[src/pkg/bcr_pkg.sv]
package bcr_pkg;
    // ==========================================
    // register offsets, low byte of the window
    localparam logic [7:0] OFS_VME_DATA_LOW = 8'h00;
    localparam logic [7:0] OFS_VME_DATA_HIGH = 8'h02;
    localparam logic [7:0] OFS_VME_ADDRESS_LOW = 8'h04;
    localparam logic [7:0] OFS_VME_ADDRESS_HIGH = 8'h06;
    localparam logic [7:0] OFS_VME_STATUS_A = 8'h08;
    localparam logic [7:0] OFS_VME_STATUS_B = 8'h0A;
    localparam logic [7:0] OFS_BURST_COUNT = 8'h0C;
    localparam logic [7:0] OFS_CYCLE_TIME = 8'h0E;
    localparam logic [7:0] OFS_VSB_DATA_LOW = 8'h10;
    localparam logic [7:0] OFS_VSB_DATA_HIGH = 8'h12;
    localparam logic [7:0] OFS_VSB_ADDRESS_LOW = 8'h14;
    localparam logic [7:0] OFS_VSB_ADDRESS_HIGH = 8'h16;
    localparam logic [7:0] OFS_VSB_STATUS_A = 8'h18;
    localparam logic [7:0] OFS_VSB_STATUS_B = 8'h1A;
    localparam logic [7:0] OFS_CONTROL_STATUS = 8'h1C;
    localparam logic [7:0] OFS_JUMPER_READBACK = 8'h1E;
    // ==========================================
    // control word fields
    localparam int CTL_RW_LSB = 4;
    localparam int CTL_FREE_RUN_BIT = 7;
    localparam int CTL_MODE_LSB = 8;
    localparam int CTL_SRC_SEL_BIT = 10;
    localparam int CTL_SRESET_BIT = 11;
    localparam int CTL_DELAY_LSB = 12;
    localparam logic [3:0] CTL_RW_RST = 4'h0;
    localparam logic [3:0] CTL_DELAY_RST = 4'h0;
    // ==========================================
    // short i/o address modifiers
    localparam logic [5:0] AM_SHORT_SUPER = 6'h2D;
    localparam logic [5:0] AM_SHORT_USER = 6'h29;
    // ==========================================
    // timing
    localparam int CLK_KHZ = 10000;
    localparam int CLK_PERIOD_PS = 100000;
    localparam int STRETCH_MS = 350;
    localparam int STRETCH_CYC = STRETCH_MS * CLK_KHZ;
    localparam int TICK_PS = 31250;
    localparam int TICKS_MIN = CLK_PERIOD_PS / TICK_PS;
    localparam int TICK_REM_PS = CLK_PERIOD_PS - TICKS_MIN * TICK_PS;
    // ==========================================
    // carriers
    typedef struct packed {
        logic as_n;
        logic [1:0] ds_n;
        logic write_n;
        logic dtack_n;
        logic berr_n;
        logic retry_n;
        logic iack_n;
        logic acfail_n;
        logic local_bus_timeout;
        logic [3:0] br_n;
        logic bbsy_n;
        logic [7:1] irq_n;
    } bcr_vme_ctl_s;
    typedef struct packed {
        logic pas_n;
        logic ds_n;
        logic wr_n;
        logic ack_n;
        logic err_n;
    } bcr_vsb_ctl_s;
    typedef struct packed {
        logic [31:0] addr;
        logic [31:0] data;
        logic [5:0] am;
        logic lword_n;
    } bcr_vme_snap_s;
    typedef struct packed {
        logic [31:0] addr;
        logic [31:0] data;
        logic [1:0] space;
        logic [1:0] siz;
        logic [1:0] asack_n;
        logic lock_n;
        logic cache_n;
        logic addr_err;
    } bcr_vsb_snap_s;
    typedef struct packed {
        logic [7:0] base;
        logic disp_vsb;
        logic [2:0] mode_stat;
        logic rrs;
        logic berr_stop;
        logic iack_stop;
        logic stop_state;
        logic [2:0] irq_level;
        logic [7:0] irq_vector;
        logic irq_pending;
    } bcr_sw_s;
    typedef enum logic [1:0] {
        BCR_IDLE = 2'b00,
        BCR_SEL = 2'b01,
        BCR_ACK = 2'b11,
        BCR_DONE = 2'b10
    } bcr_slave_e;
endpackage

[src/verilog/bcr_bus_capture_bank.sv]
`timescale 1ns/1ps
// Behaviour
// RULE1: 256-byte A16 window, base from rotary switches
// RULE2: sixteen 16-bit registers at even offsets
// RULE3: answer interrupt acknowledge for own level
// RULE4: data/address low and high words per bus
// RULE5: address bit0 zero, or lword in D64
// RULE6: vme status A layout, AS/ACFAIL stretched
// RULE7: vme status B layout, stop in bit15
// RULE8: burst counter bus chosen by bit10
// RULE9: clear on AS edge, count DS edges
// RULE10: saturate to zero past 255 unless free-run
// RULE11: own register cycles never touch counters
// RULE12: burst count in low eight bits
// RULE13: duration counter cleared, counts while AS held
// RULE14: count steps of 31.25 ns
// RULE15: duration stops after FFF, reads zero
// RULE16: duration bit12 mirrors counter source select
// RULE17: duration bits13-15 arbitration and stop status
// RULE18: vsb status A layout, PAS/ACFAIL stretched
// RULE19: control bits 3-0 RO, 7-4 RW, 15-8 WO
// RULE20: control bit0 returns display switch
// RULE21: display bit 0 VME, 1 VSB
// RULE22: software sets bit10 to choose source
// RULE23: writes to read-only bits acknowledged, ignored
module bcr_bus_capture_bank import bcr_pkg::*; #(
    parameter int unsigned STRETCH_CYCLES = STRETCH_CYC
) (
    // clock and reset
    input wire logic clk,
    input wire logic srst,
    // vme pins
    input wire bcr_vme_ctl_s vme_ctl,
    input wire bcr_vme_snap_s vme_bus,
    output logic [15:0] vme_d_o,
    output logic vme_d_oe_n,
    output logic vme_dtack_o,
    output logic vme_dtack_oe_n,
    output logic iack_done,
    // vsb pins
    input wire bcr_vsb_ctl_s vsb_ctl,
    input wire bcr_vsb_snap_s vsb_bus,
    // switches, jumpers and board state
    input wire bcr_sw_s sw,
    // commands to the rest of the board
    output logic [3:0] ctl_rw,
    output logic [1:0] mode_cmd,
    output logic sreset_req,
    output logic [3:0] dtack_delay
);
    localparam int PW = $bits(bcr_vme_ctl_s) + $bits(bcr_vsb_ctl_s) + $bits(bcr_sw_s);
    localparam int SW_W = $clog2(STRETCH_CYCLES + 1);

    function automatic logic own_window(input logic [5:0] am, input logic [15:0] a, input logic [7:0] base);
        own_window = (am == AM_SHORT_SUPER || am == AM_SHORT_USER) && a[15:8] == base; // RULE1
    endfunction

    // ==========================================
    // pin synchronisers, change taken once stages 2 and 3 agree
    logic [PW-1:0] s1_ff, s2_ff, s3_ff, flt_ff, prv_ff;
    always_ff @(posedge clk) begin
        if (srst) begin
            s1_ff <= '1;
            s2_ff <= '1;
            s3_ff <= '1;
            flt_ff <= '1;
            prv_ff <= '1;
        end else begin
            s1_ff <= {vme_ctl, vsb_ctl, sw};
            s2_ff <= s1_ff;
            s3_ff <= s2_ff;
            flt_ff <= (s2_ff & s3_ff) | (flt_ff & (s2_ff | s3_ff));
            prv_ff <= flt_ff;
        end
    end
    bcr_vme_ctl_s vc, vp;
    bcr_vsb_ctl_s bc, bp;
    bcr_sw_s swf;
    assign {vc, bc, swf} = flt_ff;
    assign {vp, bp} = prv_ff[PW-1:$bits(bcr_sw_s)];

    logic as_fall, as_rise, vds_fall, pas_fall, pas_rise, bds_fall;
    assign as_fall = vp.as_n & ~vc.as_n;
    assign as_rise = ~vp.as_n & vc.as_n;
    assign vds_fall = &vp.ds_n & ~&vc.ds_n;
    assign pas_fall = bp.pas_n & ~bc.pas_n;
    assign pas_rise = ~bp.pas_n & bc.pas_n;
    assign bds_fall = bp.ds_n & ~bc.ds_n;

    // ==========================================
    // cycle ownership; bus lines are stable while the strobes are held
    logic own_hit, iack_hit;
    logic own_ff, vcyc_ff, bcyc_ff;
    assign own_hit = vc.iack_n && own_window(vme_bus.am, vme_bus.addr[15:0], swf.base);
    assign iack_hit = !vc.iack_n && swf.irq_pending && vme_bus.addr[3:1] == swf.irq_level; // RULE3
    always_ff @(posedge clk) begin
        if (srst) begin
            own_ff <= 1'b0;
            vcyc_ff <= 1'b0;
        end else if (as_fall) begin
            own_ff <= own_hit || iack_hit;
            vcyc_ff <= !(own_hit || iack_hit); // RULE11
        end else if (as_rise) begin
            own_ff <= 1'b0;
            vcyc_ff <= 1'b0;
        end
    end
    always_ff @(posedge clk) begin
        if (srst) begin
            bcyc_ff <= 1'b0;
        end else if (pas_fall) begin
            bcyc_ff <= 1'b1;
        end else if (pas_rise) begin
            bcyc_ff <= 1'b0;
        end
    end

    // ==========================================
    // vme capture
    logic [31:0] vaddr_ff, vdata_ff;
    logic [5:0] vam_ff;
    logic vlw_ff, vds0_ff, vds1_ff, vwr_ff, vdtk_ff, vberr_ff, vrty_ff, vlbto_ff;
    always_ff @(posedge clk) begin
        if (srst) begin
            vaddr_ff <= '0;
            vam_ff <= '0;
            vlw_ff <= 1'b0;
            vwr_ff <= 1'b0;
        end else if (as_fall && !(own_hit || iack_hit)) begin
            vaddr_ff <= vme_bus.addr; // RULE4
            vam_ff <= vme_bus.am;
            vlw_ff <= !vme_bus.lword_n;
            vwr_ff <= !vc.write_n;
        end
    end
    always_ff @(posedge clk) begin
        if (srst) begin
            vdata_ff <= '0;
            vds0_ff <= 1'b0;
            vds1_ff <= 1'b0;
        end else if (vcyc_ff && vds_fall) begin
            vdata_ff <= vme_bus.data; // RULE4
            vds0_ff <= !vc.ds_n[0];
            vds1_ff <= !vc.ds_n[1];
        end
    end
    // handshake flags: cleared at a monitored address edge, set when seen while that cycle's AS is still held
    always_ff @(posedge clk) begin
        if (srst || (as_fall && !(own_hit || iack_hit))) begin
            vdtk_ff <= 1'b0;
            vberr_ff <= 1'b0;
            vrty_ff <= 1'b0;
            vlbto_ff <= 1'b0;
        end else if (vcyc_ff) begin
            vdtk_ff <= vdtk_ff | !vc.dtack_n;
            vberr_ff <= vberr_ff | !vc.berr_n;
            vrty_ff <= vrty_ff | !vc.retry_n;
            vlbto_ff <= vlbto_ff | vc.local_bus_timeout;
        end
    end

    // ==========================================
    // vsb capture
    bcr_vsb_snap_s bsnap_ff;
    logic bwr_ff, bds_ff, back_ff, berr_ff;
    always_ff @(posedge clk) begin
        if (srst) begin
            bsnap_ff <= '0;
            bwr_ff <= 1'b0;
        end else if (pas_fall) begin
            bsnap_ff <= vsb_bus; // RULE4
            bwr_ff <= !bc.wr_n;
        end else if (bcyc_ff && bds_fall) begin
            bsnap_ff.data <= vsb_bus.data;
        end
    end
    always_ff @(posedge clk) begin
        if (srst || pas_fall) begin
            bds_ff <= 1'b0;
            back_ff <= 1'b0;
            berr_ff <= 1'b0;
        end else if (bcyc_ff) begin
            bds_ff <= bds_ff | !bc.ds_n;
            back_ff <= back_ff | !bc.ack_n;
            berr_ff <= berr_ff | !bc.err_n;
        end
    end

    // ==========================================
    // 350 ms stretchers: vme AS, ACFAIL, BR0, vsb PAS
    logic [3:0] st_in, st_on;
    logic [SW_W-1:0] st_cnt_ff [4];
    assign st_in = {!bc.pas_n, !vc.br_n[0], !vc.acfail_n, !vc.as_n};
    always_ff @(posedge clk) begin
        for (int i = 0; i < 4; i++) begin
            if (srst) begin
                st_cnt_ff[i] <= '0;
            end else if (st_in[i]) begin
                st_cnt_ff[i] <= SW_W'(STRETCH_CYCLES); // RULE6 RULE18
            end else if (st_cnt_ff[i] != '0) begin
                st_cnt_ff[i] <= st_cnt_ff[i] - 1'b1;
            end
        end
    end
    always_comb begin
        for (int i = 0; i < 4; i++) begin
            st_on[i] = st_cnt_ff[i] != '0;
        end
    end

    // ==========================================
    // control word
    logic src_sel_ff;
    logic wr_strobe;
    always_ff @(posedge clk) begin
        if (srst) begin
            ctl_rw <= CTL_RW_RST;
            src_sel_ff <= 1'b0;
            dtack_delay <= CTL_DELAY_RST;
            mode_cmd <= 2'h0;
            sreset_req <= 1'b0;
        end else begin
            mode_cmd <= 2'h0;
            sreset_req <= 1'b0;
            if (wr_strobe) begin
                ctl_rw <= vme_bus.data[CTL_RW_LSB+:4]; // RULE19
                src_sel_ff <= vme_bus.data[CTL_SRC_SEL_BIT]; // RULE8 RULE22
                dtack_delay <= vme_bus.data[CTL_DELAY_LSB+:4];
                mode_cmd <= vme_bus.data[CTL_MODE_LSB+:2];
                sreset_req <= vme_bus.data[CTL_SRESET_BIT];
            end
        end
    end

    // ==========================================
    // burst and duration counters on the selected bus
    logic cnt_start, cnt_ds, cnt_run;
    logic [8:0] burst_ff;
    logic [12:0] time_ff;
    logic [15:0] acc_ff;
    logic [15:0] acc_sum;
    assign cnt_start = src_sel_ff ? pas_fall : (as_fall && !(own_hit || iack_hit)); // RULE11
    assign cnt_ds = src_sel_ff ? (bcyc_ff && bds_fall) : (vcyc_ff && vds_fall);
    assign cnt_run = src_sel_ff ? (bcyc_ff && !bc.pas_n) : (vcyc_ff && !vc.as_n);
    assign acc_sum = acc_ff + 16'(TICK_REM_PS);
    always_ff @(posedge clk) begin
        if (srst || cnt_start) begin
            burst_ff <= '0; // RULE9
        end else if (cnt_ds) begin
            if (ctl_rw[CTL_FREE_RUN_BIT-CTL_RW_LSB]) begin
                burst_ff <= {1'b0, burst_ff[7:0] + 8'h01}; // RULE10
            end else if (!burst_ff[8]) begin
                burst_ff <= burst_ff + 9'h001; // RULE10
            end
        end
    end
    // 100 ns clock against 31.25 ns steps: 3 or 4 steps a clock, remainder carried
    always_ff @(posedge clk) begin
        if (srst || cnt_start) begin
            time_ff <= '0; // RULE13
            acc_ff <= '0;
        end else if (cnt_run && !time_ff[12]) begin
            if (acc_sum >= 16'(TICK_PS)) begin
                acc_ff <= acc_sum - 16'(TICK_PS); // RULE14
                time_ff <= time_ff + 13'(TICKS_MIN + 1);
            end else begin
                acc_ff <= acc_sum;
                time_ff <= time_ff + 13'(TICKS_MIN); // RULE14
            end
        end
    end
    logic [11:0] time_show;
    assign time_show = time_ff[12] ? 12'h000 : time_ff[11:0]; // RULE15

    // ==========================================
    // register read mux
    logic [15:0] rd_data;
    logic d64_on;
    assign d64_on = ctl_rw[0] && ctl_rw[1];
    always_comb begin
        rd_data = 16'h0000;
        if (vme_bus.addr[7:5] == 3'h0) begin // RULE2
            case ({vme_bus.addr[7:1], 1'b0})
                OFS_VME_DATA_LOW: rd_data = vdata_ff[15:0];
                OFS_VME_DATA_HIGH: rd_data = vdata_ff[31:16];
                OFS_VME_ADDRESS_LOW: rd_data = {vaddr_ff[15:1], d64_on & vlw_ff}; // RULE5
                OFS_VME_ADDRESS_HIGH: rd_data = vaddr_ff[31:16];
                OFS_VME_STATUS_A: rd_data = {st_on[1], vlbto_ff, vrty_ff, vberr_ff, vdtk_ff, vwr_ff,
                    vds1_ff, vds0_ff, st_on[0], vlw_ff, vam_ff}; // RULE6
                OFS_VME_STATUS_B: rd_data = {swf.stop_state, 2'b00, ~vc.irq_n, !vc.iack_n, !vc.bbsy_n,
                    ~vc.br_n[3:1], st_on[2]}; // RULE7
                OFS_BURST_COUNT: rd_data = {8'h00, burst_ff[8] ? 8'h00 : burst_ff[7:0]}; // RULE12
                OFS_CYCLE_TIME: rd_data = {swf.iack_stop, swf.berr_stop, swf.rrs, src_sel_ff,
                    time_show}; // RULE16 RULE17
                OFS_VSB_DATA_LOW: rd_data = bsnap_ff.data[15:0];
                OFS_VSB_DATA_HIGH: rd_data = bsnap_ff.data[31:16];
                OFS_VSB_ADDRESS_LOW: rd_data = bsnap_ff.addr[15:0];
                OFS_VSB_ADDRESS_HIGH: rd_data = bsnap_ff.addr[31:16];
                OFS_VSB_STATUS_A: rd_data = {st_on[1], bsnap_ff.addr_err, !bsnap_ff.cache_n, berr_ff,
                    back_ff, bwr_ff, 1'b0, bds_ff, st_on[3], !bsnap_ff.lock_n, ~bsnap_ff.asack_n,
                    bsnap_ff.siz, bsnap_ff.space}; // RULE18
                OFS_CONTROL_STATUS: rd_data = {8'h00, ctl_rw, swf.mode_stat, swf.disp_vsb}; // RULE19 RULE20 RULE21
                OFS_JUMPER_READBACK: rd_data = {4'h0, swf.irq_pending, swf.irq_level, swf.irq_vector};
                default: rd_data = 16'h0000;
            endcase
        end
    end

    // ==========================================
    // a16 slave and interrupt acknowledge answer
    bcr_slave_e st_ff;
    logic iack_cyc_ff;
    assign wr_strobe = st_ff == BCR_SEL && !iack_cyc_ff && ~&vc.ds_n && !vc.write_n
        && vme_bus.addr[7:0] == OFS_CONTROL_STATUS; // RULE23
    always_ff @(posedge clk) begin
        if (srst) begin
            st_ff <= BCR_IDLE;
            iack_cyc_ff <= 1'b0;
            vme_d_o <= 16'h0000;
            vme_d_oe_n <= 1'b1;
            vme_dtack_o <= 1'b0;
            vme_dtack_oe_n <= 1'b1;
            iack_done <= 1'b0;
        end else begin
            iack_done <= 1'b0;
            case (st_ff)
                BCR_IDLE: begin
                    if (as_fall && (own_hit || iack_hit)) begin
                        st_ff <= BCR_SEL;
                        iack_cyc_ff <= iack_hit;
                    end
                end
                BCR_SEL: begin
                    if (vc.as_n) begin
                        st_ff <= BCR_IDLE;
                    end else if (~&vc.ds_n) begin
                        st_ff <= BCR_ACK;
                        vme_dtack_oe_n <= 1'b0;
                        if (iack_cyc_ff) begin
                            vme_d_o <= {8'h00, swf.irq_vector}; // RULE3
                            vme_d_oe_n <= 1'b0;
                            iack_done <= 1'b1;
                        end else if (!vc.write_n) begin
                            vme_d_oe_n <= 1'b1; // RULE23
                        end else begin
                            vme_d_o <= rd_data;
                            vme_d_oe_n <= 1'b0;
                        end
                    end
                end
                BCR_ACK: begin
                    if (&vc.ds_n) begin
                        st_ff <= BCR_DONE;
                        vme_dtack_oe_n <= 1'b1;
                        vme_d_oe_n <= 1'b1;
                    end
                end
                BCR_DONE: begin
                    // block transfers may repeat the data strobe under one address strobe
                    if (vc.as_n) begin
                        st_ff <= BCR_IDLE;
                    end else if (~&vc.ds_n) begin
                        st_ff <= BCR_SEL;
                    end
                end
                default: st_ff <= BCR_IDLE;
            endcase
        end
    end

    // ==========================================
    // checks
    bc_own_a: assert property (@(posedge clk) disable iff (srst) as_fall && own_hit |=> own_ff && !vcyc_ff) // RULE11
        else $error("own cycle marked as monitored");
    bc_win_a: assert property (@(posedge clk) disable iff (srst)
        as_fall && vc.iack_n && vme_bus.addr[15:8] != swf.base |=> st_ff == BCR_IDLE) // RULE1
        else $error("foreign address selected");
    bc_clr_a: assert property (@(posedge clk) disable iff (srst) cnt_start |=> burst_ff == 9'h000 && time_ff == 13'h0000) // RULE9
        else $error("counters not cleared at cycle start");
    bc_inc_a: assert property (@(posedge clk) disable iff (srst)
        cnt_ds && !cnt_start && burst_ff < 9'h0FF |=> burst_ff == $past(burst_ff) + 9'h001) // RULE9
        else $error("burst count missed a strobe");
    bc_sat_a: assert property (@(posedge clk) disable iff (srst)
        !ctl_rw[3] && burst_ff[8] && !cnt_start |=> burst_ff[8]) // RULE10
        else $error("burst saturation lost");
    bc_stop_a: assert property (@(posedge clk) disable iff (srst) time_ff[12] && !cnt_start |=> $stable(time_ff)) // RULE15
        else $error("duration counter ran past stop");
    bc_step_a: assert property (@(posedge clk) disable iff (srst)
        cnt_run && !cnt_start && !time_ff[12] |=> time_ff - $past(time_ff) inside {13'd3, 13'd4}) // RULE14
        else $error("duration step wrong");
    bc_dtk_a: assert property (@(posedge clk) disable iff (srst) st_ff == BCR_SEL && ~&vc.ds_n && !vc.as_n
        |=> !vme_dtack_oe_n ##1 !vme_dtack_oe_n || &vc.ds_n) // RULE2
        else $error("no acknowledge for selected access");
    bc_ivec_a: assert property (@(posedge clk) disable iff (srst) iack_done |-> vme_d_o[7:0] == swf.irq_vector && !vme_d_oe_n) // RULE3
        else $error("wrong vector on acknowledge");
    bc_ro_a: assert property (@(posedge clk) disable iff (srst) !wr_strobe |=> $stable(src_sel_ff)) // RULE23
        else $error("control changed without write");
    bc_stretch_a: assert property (@(posedge clk) disable iff (srst) st_in[0] |=> st_on[0] [*8]) // RULE6
        else $error("address strobe not stretched");
    bc_own_c: cover property (@(posedge clk) disable iff (srst) st_ff == BCR_ACK && !iack_cyc_ff);
    bc_iack_c: cover property (@(posedge clk) disable iff (srst) iack_done);
    bc_sat_c: cover property (@(posedge clk) disable iff (srst) burst_ff[8]);
    bc_vsb_c: cover property (@(posedge clk) disable iff (srst) src_sel_ff && cnt_ds);
endmodule

[config.mk]
export PLATFORM = sky130hd
export DESIGN_NAME = bcr_bus_capture_bank
export DESIGN_NICKNAME = d
export VERILOG_FILES = /design/src/pkg/bcr_pkg.sv /design/src/verilog/bcr_bus_capture_bank.sv
export SDC_FILE = /design/constraint.sdc
export NUM_CORES = 1
export LEC_CHECK = 0
export BUFFER_PORTS_ARGS = -buffer_cell sky130_fd_sc_hd__buf_2
export CORE_MARGIN = 5
export CORE_UTILIZATION = 53
export CTS_CLUSTER_DIAMETER = 200
export CTS_CLUSTER_SIZE = 10
export DETAILED_ROUTE_END_ITERATION = 8
export PLACE_DENSITY_LB_ADDON = 0.05
export SETUP_SLACK_MARGIN = 0.3
export SYNTH_ARGS = -nofsm -noshare
export SYNTH_HDL_FRONTEND = slang
export SYNTH_SLANG_ARGS = --single-unit
export TNS_END_PERCENT = 10
[constraint.sdc]
create_clock -name clk -period 2.75 [get_ports clk]
set_clock_uncertainty 0.15 [all_clocks]
set_input_delay 0.275 -clock clk [delete_from_list [all_inputs] [get_ports clk]]
set_output_delay 0.275 -clock clk [all_outputs]
set_load 0.03 [all_outputs]
==> results of run 1 <==
cell families after synthesis:
kind of cell | count (synthesis) | synth area share [%]
compound gates | 518 | 14.9
fa+ha+maj | 15 | 0.843
xor+xnor | 103 | 4.12
mux | 102 | 4.67
buf+inv | 174 | 3.10
simple gates | 891 | 19.8
other cells | 1 | 0.0169
flops | 540 | 52.5
stage by stage:
step	power (mW)	utilization (%)	std cells	worst slack (ns)	hold WS, ns
after floorplan	11.3	-	2344	0.0305	0.221
after global placement	12.3	60.5	3176	-0.260	0.242
after detailed placement	12.4	60.5	3176	-0.341	0.243
after CTS	19.8	70.4	3469	-0.181	0.00751
after global routing	20.7	71.0	3478	-0.295	0.0992
final	19.8	71.0	3478	-0.177	0.0594
worst paths after layout:
kind,startpoint,end,cells past startpoint
worst max-delay path,acc_ff[2]$_SDFFE_PP0P_,acc_ff[8]$_SDFFE_PP0P_,11
worst min-delay path,vme_bus[42],vaddr_ff[3]$_SDFFE_PP0P_,4
worst max register to register,acc_ff[2]$_SDFFE_PP0P_,acc_ff[8]$_SDFFE_PP0P_,11
worst min register to register,s1_ff[43]$_SDFF_PP1_,s2_ff[43]$_SDFF_PP1_,1
layer usage:
metal | wire, µm | vias to the layer above | global-route usage, %
met5 | 8 | - | 0
met4 | 3080 | 2 | 12.3
met3 | 4430 | 173 | 4.50
met2 | 33700 | 722 | 50.1
met1 | 29200 | 9453 | 37.6
li1 | - | 9366 | -
final cells by class:
type                            instances  share of cell area [%]
Clock buffer                           77                    5.21
Tap cell                              539                    2.27
Sequential cell                       540                    39.5
Timing Repair Buffer                  654                    16.9
Inverter                               32                   0.405
Antenna cell                            3                  0.0253
Clock inverter                          3                   0.198
Multi-Input combinational cell       1630                    35.5
where the power goes:
part / total [mW] / switching, mW / internal [mW] / leakage, nW
Combinational: 3.71 / 1.88 / 1.83 / 6.06
Clock: 6.90 / 3.03 / 3.87 / 0.774
Sequential: 9.21 / 0.458 / 8.76 / 4.73
Total: 19.8 / 5.37 / 14.5 / 11.6
Yosys cell counts, drive strengths merged (25+ instances only):
cell	instances	share of area, %
o21ai	87	2.0
edfxtp	88	12
o21bai	57	1.9
inv	32	0.54
nor4	26	0.73
buf	25	0.59
dfxtp	452	41
nor2	261	4.4
mux2i	96	4.3
xnor2	77	3.1
nand2	217	3.7
a22oi	53	1.8
or2	183	5.1
a21oi	196	4.4
clkbuf	117	2.0
nor3	43	0.97
nand3	32	0.72
xor2	26	1.0
worst min-delay path, cell delays in order:
cell and delay (ns):
buf_2 0.14, buf_4 0.19, mux2i_1 0.08, nor2_1 0.08
registers in the layout, summed over array words and instances, names as in the netlist, 2 cells and up:
signal       count
st_cnt_ff       88
bsnap_ff        73
flt_ff          55
s1_ff           55
s2_ff           55
s3_ff           55
vdata_ff        32
vaddr_ff        31
vme_d_o         16
acc_ff          15
time_ff         13
burst_ff         9
vam_ff           6
prv_ff           5
ctl_rw           4
dtack_delay      4
mode_cmd         2
st_ff            2
timing repair:
item / 4_1_cts / 5_1_grt
pin swaps: 78 / 60
hold endpoints to repair: 208 / 0
hold buffers: 202 / 0
endpoints found under the setup margin: 145 / 161
resized for setup: 124 / 44
setup buffers: 11 / 6
==> metrics.txt, run 1 <==
Sequential Area=11700 µm²; CP Launch Type=register; Die Span Y=215 µm; core area=41800 µm²; drc violations=0; initial antenna violation count=4; most frequent cells in the layout=dfxtp_1 (442), nor2_1 (243), buf_2 (229), nand2_1 (214), buf_4 (203); Worst Hold Class=in -> reg; Reg clk slew, reported paths=0.07 ns; Post-synth ARST share=0%; total vias in the final route=19716; Slowest-stage cell, CP=or4_4; setup_tns=-2.19 ns; All-Layer GR Usage=29.5%; RSZ-0062 raised after global routing=true; WP data required=3.13 ns; f_max=342 MHz; Period Utilization, post-route=106%; Placement Cell Area=25300 µm²; PortBufs=230; Lkg Pwr=11.6 nW; row cnt=75; DP HPWL=48.8 mm; R2R Setup Slk=-0.18 ns; endpoint type of the worst setup path=register; cell area after layout=29600 µm²; WL final=70.4 mm; CTS tree=yes; global route overflow=0; EDFF count, synth=88; Post-layout nets=3133; Syn Inst Count=2344; clock sinks=540; kind of cell adding the most delay to the critical path=simple AND/OR/NAND/NOR gates; max incr delay on CP=0.46 ns; Slew Limit Headroom=48.9%; most common cell after layout, fill and taps aside=dfxtp_1; pin slew with the least headroom to its limit=0.766 ns; die area=46200 µm²; Die Span X=215 µm; failing checks=setup timing; MaxCap Viol Count=0; #FFs+latches synth=540; Ports=232; register area share after synthesis=52.5%; Clk Tree Root Cell=clkbuf_16; yosys warns=0; area grow syn2layout=33.2%; routed wire length per instance=20.2 µm; Multi-input gate area=10500 µm²; vias in the first global route=19680; maximum vdd ir drop=0.682 mV; htree depth=2; Mapped Area=22300 µm²; CP Cell Sequence=ha_4 -> nand4bb_4 -> or4_4 -> buf_4 -> a32o_2 -> o21ai_4 -> and2_4 -> buf_6 -> nor3_1 -> or4_1 -> a21oi_2; Crit Path Class=reg -> reg; post-synth cell types=90; Worst Path Buf+Inv=2; Longest Clk Path Bufs=3; Fill cells=3096; Final ANT Viol Nets=0; first-pass GRT wire length=109 mm; Final setup viols=23; DR vias/cell=5.67; crit-path max FO=6; max-slew violations=0; fraction of layout cells with a size suffix above 1=28.4%; worst path arrival time=3.30 ns; Initial DRC Count=1717; worst skew pair latency=0.62 ns; syn nets=2560; GPL Wtd Cong=0.944; min cycle time layout=2.93 ns; Syn Area/Cell=9.49 µm²; P per Cell Area=669 nW/µm²; status=finished with violations; final worst slack=-0.177 ns; final hold viol count=0; total CTS buffers=59; drt pass-1 iters=5; ys flop type=dfxtp_1; largest net degree at the start of global routing=103; Initial Util=53.3%
Power figures use the tool's default switching activity.
==> inputs of run 2 (changes only) <==
--- a/config.mk
+++ b/config.mk
@@ -11,7 +11,7 @@
 export CTS_CLUSTER_DIAMETER = 200
 export CTS_CLUSTER_SIZE = 10
 export DETAILED_ROUTE_END_ITERATION = 8
-export PLACE_DENSITY_LB_ADDON = 0.05
+export PLACE_DENSITY = 0.83
 export SETUP_SLACK_MARGIN = 0.3
 export SYNTH_ARGS = -nofsm -noshare
 export SYNTH_HDL_FRONTEND = slang
==> run 2 against run 1 <==
  * The run still ends with setup timing left
  * Global-route usage rose by 0.87 points
  * Largest power group unchanged
  * Hold slack better by 0.052 ns
  * Final cell count down 0.81%
  * Largest cell class unchanged
  * Core utilization down 0.59 points
  * Power up 1.2%
  * Critical path depth down 2
  * Setup slack lost 0.086 ns
  * Critical path type unchanged
  * Highest routed layer is now met4
==> metrics.txt, run 2 (same netlist as run 1, synthesis figures left out) <==
min cycle time layout=3.01 ns (+0.0857 ns); fin util=70.4% (-0.59 points); pin slew with the least headroom to its limit=0.683 ns (-0.0827 ns); total vias in the final route=20381 (+3.4%); DR vias/cell=5.91 (+4.2%); P per Cell Area=683 nW/µm² (+2.1%); Reg clk slew, reported paths=0.06 ns (about the same); Final Power=20.1 mW (+1.2%); pre-CTS setup slack=-0.299 ns (+0.0422 ns); Pint=14.4 mW (about the same); maximum vdd ir drop=0.593 mV (-13%); htree depth=2 (unchanged); failing checks=setup timing; endpoint type of the worst setup path=register; Die Span X=215 µm (unchanged); max reg flops=88 (unchanged); Ports=232 (unchanged); crit-path max FO=7 (+1); f_max=332 MHz (-2.8%); CTS tree=yes; Biggest register=st_cnt_ff; Initial DRC Count=2178 (+27%); NetSw=5.63 mW (+4.7%); most common cell after layout, fill and taps aside=dfxtp_1; Final ANT Viol Nets=0 (unchanged); status=finished with violations; Fill cells=2833 (-8.5%); Sw Share=28.0% (+0.93 points); sequential share of power=46.3% (-0.2 points); initial antenna violation count=4 (unchanged); largest registers=st_cnt_ff (88), bsnap_ff (73); setup_tns=-2.96 ns (-0.775 ns); Worst Reg-to-Reg Cells=9 (-2); Hold EP=vaddr_ff[4]$_SDFFE_PP0P_; final worst slack=-0.262 ns (-0.0857 ns); All-Layer GR Usage=30.3% (+0.87 points); WL final=74.5 mm (+5.8%); Final setup viols=23 (unchanged); worst skew pair latency=0.63 ns (about the same); cell area after layout=29400 µm² (-0.84%); core area=41800 µm² (unchanged); worst path arrival time=3.42 ns (+0.12 ns); DP HPWL=48.2 mm (-1.2%); Lkg Pwr=11.4 nW (-1.6%); Worst Hold Class=in -> reg; clock sinks=540 (unchanged); largest net degree at the start of global routing=88 (-15%); vias in the first global route=20379 (+3.6%); area grow syn2layout=32.1%; WHS Path Cells=4 (unchanged); Die Span Y=215 µm (unchanged); CP Launch Point=acc_ff[2]$_SDFFE_PP0P_; drc violations=0 (unchanged); Placement Cell Area=25100 µm² (-0.78%); hold slack final=0.111 ns (+0.0516 ns); Longest Clk Path Bufs=3 (unchanged); Slew Limit Headroom=54.4% (+5.5 points); MaxCap Viol Count=0 (unchanged); Period Utilization, post-route=110% (+3.1 points); global route overflow=0 (unchanged); Comb pwr share=19.0% (+0.3 points); fraction of layout cells with a size suffix above 1=27.7% (-0.74 points); routed wire length per instance=21.6 µm (+6.6%); Initial Util=53.3% (unchanged); max-slew violations=0 (unchanged); final hold viol count=0 (unchanged); total CTS buffers=59 (unchanged); worst r2r dst=acc_ff[4]$_SDFFE_PP0P_; GPL Wtd Cong=0.980 (+3.7%); first-pass GRT wire length=112 mm (+3.0%); most frequent cells in the layout=dfxtp_1 (447), nor2_1 (240), buf_2 (230), nand2_1 (215), dlygate4sd3_1 (197); Clock power frac=34.7% (about the same); R2R Setup Slk=-0.26 ns (-0.09 ns); drt pass-1 iters=7 (+2); row cnt=75 (unchanged); min-delay src=vme_bus[43]; PortBufs=230 (unchanged); non-filler cells, final=3450 (-0.81%); RSZ-0062 raised after global routing=true; WP data required=3.16 ns (+0.03 ns); CP Launch Type=register; die area=46200 µm² (unchanged); Post-layout nets=3101 (-1.0%); Clk Tree Root Cell=clkbuf_16; placed cells=3152 (-0.76%); FF-to-FF Start=acc_ff[2]$_SDFFE_PP0P_; Crit Path Class=reg -> reg
## run 2: cell count changes in the layout (fill, tap and decap cells not counted), sizes merged
cell,delta
diode,+2
buf,-28
clkinv,+1
clkbuf,+2
and2,+1
dlygate4sd3,-5
inv,-1
## run 2: timing repair
action | in CTS | in global routing
hold buffers | 197 | 0
setup buffers | 5 | 7
gates cloned | 2 | 0
hold endpoints to repair | 223 | 0
gates resized for setup | 20 | 149
setup endpoints to repair | 148 | 214
pin swaps | 12 | 83
## run 2: layout make-up
cell class | instances | area, µm² | share of cell area [%]
antenna | 5 | 12.5 | 0.0426
clock buffer | 79 | 1550 | 5.28
clock inverter | 3 | 52.6 | 0.179
inverter | 32 | 120 | 0.409
multi-input combinational | 1631 | 10600 | 35.9
sequential | 540 | 11700 | 39.8
tap | 539 | 674 | 2.29
timing repair buffer | 621 | 4730 | 16.1
## run 2: how the worst max path moves through the flow
stage / to / slack (ns) / depth (start not counted)
6_report: acc_ff[4]$_SDFFE_PP0P_ / -0.26 / 9
5_1_grt: acc_ff[4]$_SDFFE_PP0P_ / -0.32 / 9
4_1_cts: acc_ff[9]$_SDFFE_PP0P_ / -0.14 / 9
3_5_place_dp: acc_ff[9]$_SDFFE_PP0P_ / -0.30 / 9
3_3_place_gp: acc_ff[9]$_SDFFE_PP0P_ / -0.28 / 9
2_1_floorplan: acc_ff[9]$_SDFFE_PP0P_ / 0.03 / 9
## run 2: worst max-delay path, stage by stage, from the launching register on
cell	delay [ns]
dfxtp_4	0.36
ha_4	0.18
nand4bb_4	0.20
or4_4	0.44
o311ai_2	0.10
nand4_1	0.18
o2111a_2	0.36
o31a_1	0.33
or4_4	0.54
a21oi_2	0.12
## run 2: power groups by stage
stage               Combinational [mW]  Sequential, mW  Clock (mW)
floorplan                         2.09            9.25           0
global placement                  2.85            9.30           0
detailed placement                2.97            9.35           0
CTS                               3.24            9.20        6.96
global route                      4.14            9.34        7.37
finish                            3.80            9.30        6.97
## run 2: metal layers
layer	wire length (µm)	share of wire (%)	global-route usage [%]
met4	4550	6.1	16.8
met5	0	0	0
met3	6020	8.1	6.01
met2	35400	48	49.9
met1	28500	38	37.5
